`src/hdl/erxtc_fifo.sv`:
```
`timescale 1ns/100ps
module erxtc_fifo #(
    parameter int WIDTH = 35,
    parameter int DEPTH = 8
) (
    input wire logic ref_clk_in,           // system clock
    input wire logic sys_rst_in,           // sync reset, high
    input wire logic [WIDTH-1:0] wr_data_in, // fill data
    input wire logic wr_valid_in,          // fill valid
    output logic wr_ready_out,             // room available
    output logic [WIDTH-1:0] rd_data_out,  // drain data
    output logic rd_valid_out,             // data available
    input wire logic rd_ready_in           // drain accepts
);
    localparam int AW = $clog2(DEPTH);
    logic [WIDTH-1:0] mem [DEPTH];
    logic [AW:0] wr_ptr, rd_ptr, next_wr_ptr, next_rd_ptr;
    logic do_wr, do_rd;

    // pointers carry one extra bit to tell full from empty
    always_comb begin
        do_wr = wr_valid_in && wr_ready_out;
        do_rd = rd_valid_out && rd_ready_in;
        next_wr_ptr = do_wr ? wr_ptr + 1'b1 : wr_ptr;
        next_rd_ptr = do_rd ? rd_ptr + 1'b1 : rd_ptr;
    end

    always_ff @(posedge ref_clk_in) begin
        if (sys_rst_in) begin
            wr_ptr <= '0;
            rd_ptr <= '0;
        end else begin
            wr_ptr <= next_wr_ptr;
            rd_ptr <= next_rd_ptr;
        end
    end

    // storage has no reset; contents are qualified by pointers
    always_ff @(posedge ref_clk_in) begin
        if (do_wr) begin
            mem[wr_ptr[AW-1:0]] <= wr_data_in;
        end
    end

    always_comb begin
        wr_ready_out = !((wr_ptr[AW] != rd_ptr[AW]) &&
                         (wr_ptr[AW-1:0] == rd_ptr[AW-1:0]));
        rd_valid_out = (wr_ptr != rd_ptr);
        rd_data_out = mem[rd_ptr[AW-1:0]];
    end
endmodule

```
`config.mk`:
```
export PLATFORM = sky130hd
export DESIGN_NAME = erxtc_fifo
export DESIGN_NICKNAME = d
export VERILOG_FILES = /design/src/hdl/erxtc_fifo.sv
export SDC_FILE = /design/constraint.sdc
export NUM_CORES = 1
export LEC_CHECK = 0
export ABC_AREA = 1
export ABC_CLOCK_PERIOD_IN_PS = 4100
export BUFFER_PORTS_ARGS = -buffer_cell sky130_fd_sc_hd__buf_2
export CAP_MARGIN = 30
export CORE_MARGIN = 2
export CORE_UTILIZATION = 50
export CTS_CLUSTER_DIAMETER = 150
export CTS_CLUSTER_SIZE = 25
export DETAILED_ROUTE_END_ITERATION = 10
export GPL_TIMING_DRIVEN = 0
export HOLD_SLACK_MARGIN = 0.06
export PLACE_DENSITY = 0.7
export SLEW_MARGIN = 0
export SYNTH_ARGS = -nofsm -noshare
export SYNTH_HDL_FRONTEND = slang
export SYNTH_SLANG_ARGS = --single-unit
```
`constraint.sdc`:
```
create_clock -name ref_clk_in -period 4.1 [get_ports ref_clk_in]
set_clock_uncertainty 0.2 [all_clocks]
set_input_delay 1.23 -clock ref_clk_in [delete_from_list [all_inputs] [get_ports ref_clk_in]]
set_output_delay 1.23 -clock ref_clk_in [all_outputs]
set_load 0.01 [all_outputs]
```
==> impl_metrics.ini, run 1 <==
[outcome]
status = complete, no violations

[worst_setup_path]
criticalPathCategory = reg2out
cp-end-kind = primary output
crit_arrival_ns = 2.36
critPathSlowestCell = dfxtp_1
required_ns = 2.67
cp_slowest_stage_delay_ns = 0.54
crit_path_frequent_cell = nand2_1
path_cells = buf_4 -> clkbuf_1 -> o21ai_0 -> o21ai_1 -> nand2_1 -> nand2_1 -> buf_2
reg2reg_from = wr_ptr[0]
cp_max_fo = 10
worstSetupStartpointType = flop

[yosys]
synth_top_area_frac = 0.727
synth_top_cell_by_area = edfxtp_1
ys_async_sr_fraction = 0
syn_nets = 1000
synthTopCellsByArea = edfxtp_1, nor2_1, o21ai_0
synth_ff_type = edfxtp_1
synth_cell_types = 21
yosys_warnings = 0
synth.top_cells.by_count = edfxtp_1, nor2_1, o21ai_0
synthCells = 959
seq_area_frac_synth = 0.746
syn_area_um2 = 11600
synth-seq-cells = 291
synth_edf_count = 280
syn_avg_cell_area_um2 = 12.1
synth.most_common_cell = edfxtp_1

[power_and_ir_drop]
powerDensity_nw_per_um2 = 451
ir_drop_mv = 0.310
power_leakage_nw = 4.56
power_w = 0.00583

[die]
coreArea_um2 = 22700
ios = 76
num_rows = 55
initial_utilization = 0.509
die_h_um = 156
fp.dieW_um = 156
die_area_um2 = 24400

[finish]
nNetsFinal = 1099
drive_gt1_frac = 0.137
nFillCells = 1863
final_cell_count_no_fill = 1347
area_growth_pct = 11.7
final_core_util = 0.569
design_area_um2 = 12900

[clocking]
cts_tree = built
post_cts_buffers = 0
root_buffer = clkbuf_16
clock_latency_ns = 0.48
ctsHoldBuffers = 0
clkTransAtPathRegs_ns = 0.09
htreeDepth = 1
clockBufferDepth = 3
cts_resized = 0
numCtsBuffers = 15
clock_sinks = 291

[detailed_routing]
dr_wl_met2_um = 12400
drtAntennaViolNets = 0
wl_per_cell_um = 18.3
top_layer = met4
drc = 0
via_count = 7280
wl_um = 24600
wl_met1_um = 10100
drt_iter0_drc = 623
via_per_inst = 5.40
first_pass_iters = 5
met3_length_um = 1310

[placed_design]
place_hpwl_um = 15700
dp_slack_ns = 0.861
dp.cells = 1326
port_buffers = 75
placed_area_um2 = 12500
place.gp.congestion = 0.799

[global_routing]
grt_overflow = 0
antenna_found_initial = 2
grt_pass1_vias = 7062
grtUsageTotal = 0.203
grt_first_pass_wirelength_um = 37700
grt_max_degree = 36

[sta]
setup_viol = 0
fin_crit_ns = 3.79
max_slew_margin = 0.366
fin_crit_sh = 0.924
worst_slew_pin_slew_ns = 0.950
hold_violations = 0
fmax_ghz = 0.264
slew_violations = 0
rsz0062_at_grt = false
timing.final.ws_setup_ns = 0.312

[flow_run]
drv_cap = 0

[hold_path]
hold_start = wr_ptr[3]
min-delay-path-class = reg2reg
==> stage by stage <==
step	hold slack [ns]	setup TNS, ns
after global routing	0.378	0
after detailed placement	0.327	0
final	0.340	0
after floorplan	0.296	0
after CTS	0.340	0
after global placement	0.311	-182.77
==> power breakdown <==
part	switching (W)	internal, W	total (W)
combinational	0.000626	0.000314	0.000941
clock	0.000854	0.000678	0.00153
sequential	0.0000274	0.00333	0.00336
==> cells in the final DEF, fill, tap and decap left out, types with 2 or more instances in the layout <==
master	synthesis	final
edfxtp_1	280	280
nor2_1	231	224
o21ai_0	160	160
nand2_1	133	133
buf_2	19	94
o21ai_1	50	50
clkbuf_1	15	18
inv_1	16	15
clkbuf_16	0	15
dfxtp_1	11	11
buf_6	10	10
nand3_1	10	10
a21oi_1	9	9
nor2_4	0	7
clkbuf_2	4	4
buf_12	0	4
buf_4	3	3
buf_16	0	3
diode_2	0	2
inv_2	1	2
ha_1	2	2
==> cell families (layout without fill, tap and decap cells) <==
family / count (synthesis) / after routing / share of synthesized area
compound gates: 219 / 219 / 0.0947
simple gates: 376 / 376 / 0.124
other cells: 0 / 2 / 0
fa+ha+maj: 2 / 2 / 0.00216
buf+inv: 71 / 172 / 0.0338
flops: 291 / 291 / 0.746
==> state kept, by name (all words and copies together), names as in the netlist, named ones only <==
| signal | flops |
|---|---|
| mem | 280 |
| rd_ptr | 4 |
| wr_ptr | 4 |
==> worst max-delay path: cells and delay by family, from the launching register on <==
family,cells,cell delay (ns)
AOI/OAI and AO/OA,2,0.36
DFF,1,0.54
buffers and inverters,3,0.83
and+or+nand+nor,2,0.15
==> routing by layer <==
metal / up-vias / track usage
met5: - / 0
met4: 0 / 0.0765
met3: 51 / 0.0244
met2: 254 / 0.353
met1: 3432 / 0.263
li1: 3543 / -
==> final cells by class <==
type	count	area, um2	share of cell area
Antenna cell	2	5.00	0.000387
Buffer	53	324	0.0251
Clock buffer	18	387	0.0299
Clock inverter	1	11.3	0.000872
Inverter	18	67.6	0.00523
Multi-Input combinational cell	597	2600	0.201
Sequential cell	291	8630	0.668
Tap cell	285	357	0.0276
Timing Repair Buffer	82	538	0.0416
==> path summary, 6_finish.rpt <==
kind	to	slack [ns]	cells past startpoint
min reg2reg	wr_ptr[3]	0.34	2
min	wr_ptr[3]	0.34	2
max reg2reg	mem[4][25]	1.44	8
max	rd_data_out[4]	0.31	7
(Power assumes the default switching activity.)
==> run 2: changes to the inputs <==
--- a/config.mk
+++ b/config.mk
@@ -16,6 +16,7 @@
 export DETAILED_ROUTE_END_ITERATION = 10
 export GPL_TIMING_DRIVEN = 0
 export HOLD_SLACK_MARGIN = 0.06
+export MAX_ROUTING_LAYER = met4
 export PLACE_DENSITY = 0.7
 export SLEW_MARGIN = 0
 export SYNTH_ARGS = -nofsm -noshare
==> run 2 against run 1 <==
  * First-iteration DRC count fell by 8.2%
  * Total power barely moved
  * Critical path depth did not move
  * Routed wire length barely moved
==> impl_metrics.ini, run 2 (synthesis results as in run 1) <==
[finish]
area_growth_pct = 11.7
final_core_util = 0.569
layout.cells.most_common_list = edfxtp_1, nor2_1, o21ai_0, nand2_1, buf_2
nNetsFinal = 1099
largest_reg_flops = 280
final_cell_count_no_fill = 1347
design_area_um2 = 12900
drive_gt1_frac = 0.137
nFillCells = 1863
mostFrequentLayoutCell = edfxtp_1

[detailed_routing]
drt_iter0_drc = 572
via_count = 7275
first_pass_iters = 5
via_per_inst = 5.40
wl_per_cell_um = 18.3
drc = 0
wl_um = 24600
drtAntennaViolNets = 0

[die]
coreArea_um2 = 22700
num_rows = 55
fp.dieW_um = 156
initial_utilization = 0.509
die_area_um2 = 24400
die_h_um = 156
ios = 76

[clocking]
htreeDepth = 1
cts_tree = built
numCtsBuffers = 15
clock_sinks = 291
post_cts_buffers = 0
clkTransAtPathRegs_ns = 0.09
clockBufferDepth = 3
root_buffer = clkbuf_16
clock_latency_ns = 0.48
ctsHoldBuffers = 0
cts_resized = 0

[sta]
fin_crit_ns = 3.78
slew_violations = 0
fmax_ghz = 0.264
timing.hold.ws_ns = 0.340
max_slew_margin = 0.370
fin_crit_sh = 0.922
worst_slew_pin_slew_ns = 0.944
rsz0062_at_grt = false
setup_viol = 0
hold_violations = 0

[power_and_ir_drop]
power_leakage_nw = 4.56
ir_drop_mv = 0.313
powerDensity_nw_per_um2 = 451
power_w = 0.00583

[worst_setup_path]
rr_worst_depth = 8
reg2reg_from = wr_ptr[0]
worstSetupStartpointType = flop
cp-end-kind = primary output
cp_max_fo = 10
crit_arrival_ns = 2.35
rrSetupSlack_ns = 1.43
criticalPathCategory = reg2out
required_ns = 2.67
timing.rr.end = mem[4][25]

[global_routing]
grt_overflow = 0
grt_first_pass_wirelength_um = 37600
grtUsageTotal = 0.209
grt_pass1_vias = 7074
antenna_found_initial = 2
grt_max_degree = 36

[hold_path]
min-delay-path-class = reg2reg
whs_path_depth = 2
min_to = wr_ptr[3]
hold_start = wr_ptr[3]

[placed_design]
place_hpwl_um = 15700
placed_area_um2 = 12500
place.gp.congestion = 0.810
dp.cells = 1326
port_buffers = 75

[flow_run]
drv_cap = 0

[outcome]
status = complete, no violations
[run 2: per-stage QoR]
stage	setup TNS (ns)	worst slack, ns
floorplan	0	0.621
global placement	-182.77	-0.940
detailed placement	0	0.861
CTS	0	0.330
global route	0	0.174
finish	0	0.318
[run 2: worst max path at each step]
stage                           end  depth (start not counted)  slack [ns]        start
floorplan                 mem[1][0]                          2        0.62  wr_valid_in
global placement         mem[2][23]                          3       -0.94  wr_valid_in
detailed placement  rd_data_out[17]                          7        0.86         flop
CTS                  rd_data_out[4]                          7        0.33         flop
global route        rd_data_out[14]                          7        0.17         flop
finish               rd_data_out[4]                          7        0.32         flop
[run 2: report_power, final]
group	total [W]	internal (W)	switching (W)
logic	0.000940	0.000314	0.000626
clock network	0.00154	0.000678	0.000858
registers	0.00336	0.00333	0.0000272
total	0.00583	0.00432	0.00151
[run 2: per-layer routing]
metal	wire, um	share of wire	track usage	vias up
met5	0	0	-	-
met4	777	0.032	0.0765	0
met3	1270	0.052	0.0233	55
met2	12300	0.50	0.353	249
met1	10300	0.42	0.264	3428
li1	-	-	-	3543
[run 2: cell type report]
| type | instances | area (um2) | area share |
|---|---|---|---|
| multi-input combinational | 597 | 2600 | 0.201 |
| tap | 285 | 357 | 0.0276 |
| timing repair buffer | 82 | 538 | 0.0416 |
| inverter | 18 | 67.6 | 0.00523 |
| antenna | 2 | 5.00 | 0.000387 |
| buffer | 53 | 324 | 0.0251 |
| sequential | 291 | 8630 | 0.668 |
| clock inverter | 1 | 11.3 | 0.000872 |
| clock buffer | 18 | 387 | 0.0299 |
[run 2: worst max-delay path: stages, from the launching register on]
cell,delay (ns)
dfxtp_1,0.53
buf_4,0.26
clkbuf_1,0.43
o21ai_0,0.20
o21ai_1,0.16
nand2_1,0.06
nand2_1,0.09
buf_2,0.14
==> run 3: changes to the inputs <==
--- a/config.mk
+++ b/config.mk
@@ -10,14 +10,14 @@
 export BUFFER_PORTS_ARGS = -buffer_cell sky130_fd_sc_hd__buf_2
 export CAP_MARGIN = 30
 export CORE_MARGIN = 2
-export CORE_UTILIZATION = 50
+export CORE_UTILIZATION = 40
 export CTS_CLUSTER_DIAMETER = 150
 export CTS_CLUSTER_SIZE = 25
 export DETAILED_ROUTE_END_ITERATION = 10
 export GPL_TIMING_DRIVEN = 0
 export HOLD_SLACK_MARGIN = 0.06
 export MAX_ROUTING_LAYER = met4
-export PLACE_DENSITY = 0.7
+export PLACE_DENSITY = 0.59
 export SLEW_MARGIN = 0
 export SYNTH_ARGS = -nofsm -noshare
 export SYNTH_HDL_FRONTEND = slang
==> run 3 against run 2 <==
  * Highest routed layer unchanged
  * Sequential share of layout area fell by 0.72 points
  * Critical endpoint is now rd_data_out[10]
  * Final cell count rose by 7.5%
  * Die area rose by 24%
==> impl_metrics.ini, run 3 (synthesis results as in run 1) <==
[outcome]
status = complete, no violations

[detailed_routing]
dr_wl_met2_um = 12700
drt_iter0_drc = 492
drc = 0
first_pass_iters = 5
drtAntennaViolNets = 0
wl_per_cell_um = 18.0
wl_um = 26000
met3_length_um = 1060
via_count = 7211
wl_met1_um = 11700
top_layer = met4
via_per_inst = 4.98

[clocking]
numCtsBuffers = 15
htreeDepth = 1
clockBufferDepth = 3
ctsHoldBuffers = 0
post_cts_buffers = 0
cts_tree = built
root_buffer = clkbuf_16
cts_resized = 0
clkTransAtPathRegs_ns = 0.09
clock_sinks = 291
clock_latency_ns = 0.48

[worst_setup_path]
cp_slowest_stage_delay_ns = 0.49
required_ns = 2.67
path_cells = buf_4 -> clkbuf_1 -> o21ai_0 -> o21ai_1 -> nand2_1 -> nand2_1 -> buf_2
criticalPathCategory = reg2out
crit_family = buffers and inverters
cp_max_fo = 10
cp-end-kind = primary output
cp_num_buf_inv = 3
crit_arrival_ns = 2.31
crit_path_frequent_cell = nand2_1
worstSetupStartpointType = flop
critPathSlowestCell = dfxtp_1

[sta]
fin_crit_sh = 0.913
worst_slew_pin_slew_ns = 0.616
fin_crit_ns = 3.74
fmax_ghz = 0.267
max_slew_margin = 0.589
timing.final.ws_setup_ns = 0.359
timing.hold.ws_ns = 0.347
slew_violations = 0
setup_viol = 0
rsz0062_at_grt = false
hold_violations = 0

[power_and_ir_drop]
powerDensity_nw_per_um2 = 449
seqPwrFrac = 0.572
p_comb_frac = 0.163
ir_drop_mv = 0.251
p_int_w = 0.00433
switching_share = 0.263
p_sw_w = 0.00154
power_leakage_nw = 4.56
pwr-share-clk = 0.265

[finish]
drive_gt1_frac = 0.137
largest_reg_flops = 280
ff_latch_area_um2 = 8630
multiInputGateArea_um2 = 2600
nNetsFinal = 1100
area_growth_pct = 12.9
nFillCells = 2628
design_area_um2 = 13100
layout.cells.most_common_list = edfxtp_1, nor2_1, o21ai_0, nand2_1, buf_2
mostFrequentLayoutCell = edfxtp_1
final_cell_count_no_fill = 1448

[die]
coreArea_um2 = 28600
initial_utilization = 0.404
num_rows = 62
die_area_um2 = 30300
fp.dieW_um = 174
ios = 76
die_h_um = 174

[global_routing]
antenna_found_initial = 2
grt_pass1_vias = 7124
grtUsageTotal = 0.176
grt_overflow = 0
grt_first_pass_wirelength_um = 40000
grt_max_degree = 27

[placed_design]
port_buffers = 75
place_hpwl_um = 16500
dp_slack_ns = 0.858
placed_area_um2 = 12700
dp.cells = 1426
place.gp.congestion = 0.755

[hold_path]
min-delay-path-class = reg2reg

[flow_run]
drv_cap = 0
-- run 3: cell types whose count changed in the layout (fill, tap and decap cells not counted) --
cell / change
buf_16: -1
clkbuf_1: +1
buf_12: +2
-- run 3: path summary, 6_finish.rpt --
path	start	end	slack [ns]	depth (start not counted)
setup / recovery	flop	rd_data_out[10]	0.36	7
hold / removal	rd_ptr[3]	rd_ptr[3]	0.35	2
setup reg to reg	wr_ptr[0]	mem[2][20]	1.47	8
hold reg to reg	rd_ptr[3]	rd_ptr[3]	0.35	2
-- run 3: tightest hold or removal path, cell delays in order, from the launching register on --
cell     delay (ns)
dfxtp_1        0.35
a21oi_1        0.12
nor2_1         0.05
-- run 3: layout make-up --
type	instances	share of cell area
sequential	291	0.661
buffer	53	0.0248
clock inverter	1	0.000862
multi-input combinational	597	0.199
timing repair buffer	83	0.0422
clock buffer	19	0.0299
antenna	2	0.000383
inverter	18	0.00517
tap	384	0.0368
-- run 3: through the flow --
step                utilization  power (W)  setup TNS, ns
detailed placement        0.442    0.00439              0
global placement          0.434    0.00436        -205.74
CTS                       0.456    0.00592              0
floorplan                     -    0.00399              0
finish                    0.456    0.00587              0
global route              0.456    0.00613              0
-- run 3: layer usage --
layer / track usage / up-vias
li1: - / 3544
met1: 0.234 / 3447
met2: 0.291 / 187
met3: 0.0186 / 33
met4: 0.0466 / 0
met5: - / -
-- run 3: power by group through the flow --
stage / combinational (W) / sequential [W] / clock, W
6_report: 0.000955 / 0.00336 / 0.00156
5_1_grt: 0.00108 / 0.00336 / 0.00168
4_1_cts: 0.000971 / 0.00336 / 0.00159
3_5_place_dp: 0.000968 / 0.00342 / 0
3_3_place_gp: 0.000935 / 0.00343 / 0
2_1_floorplan: 0.000576 / 0.00342 / 0
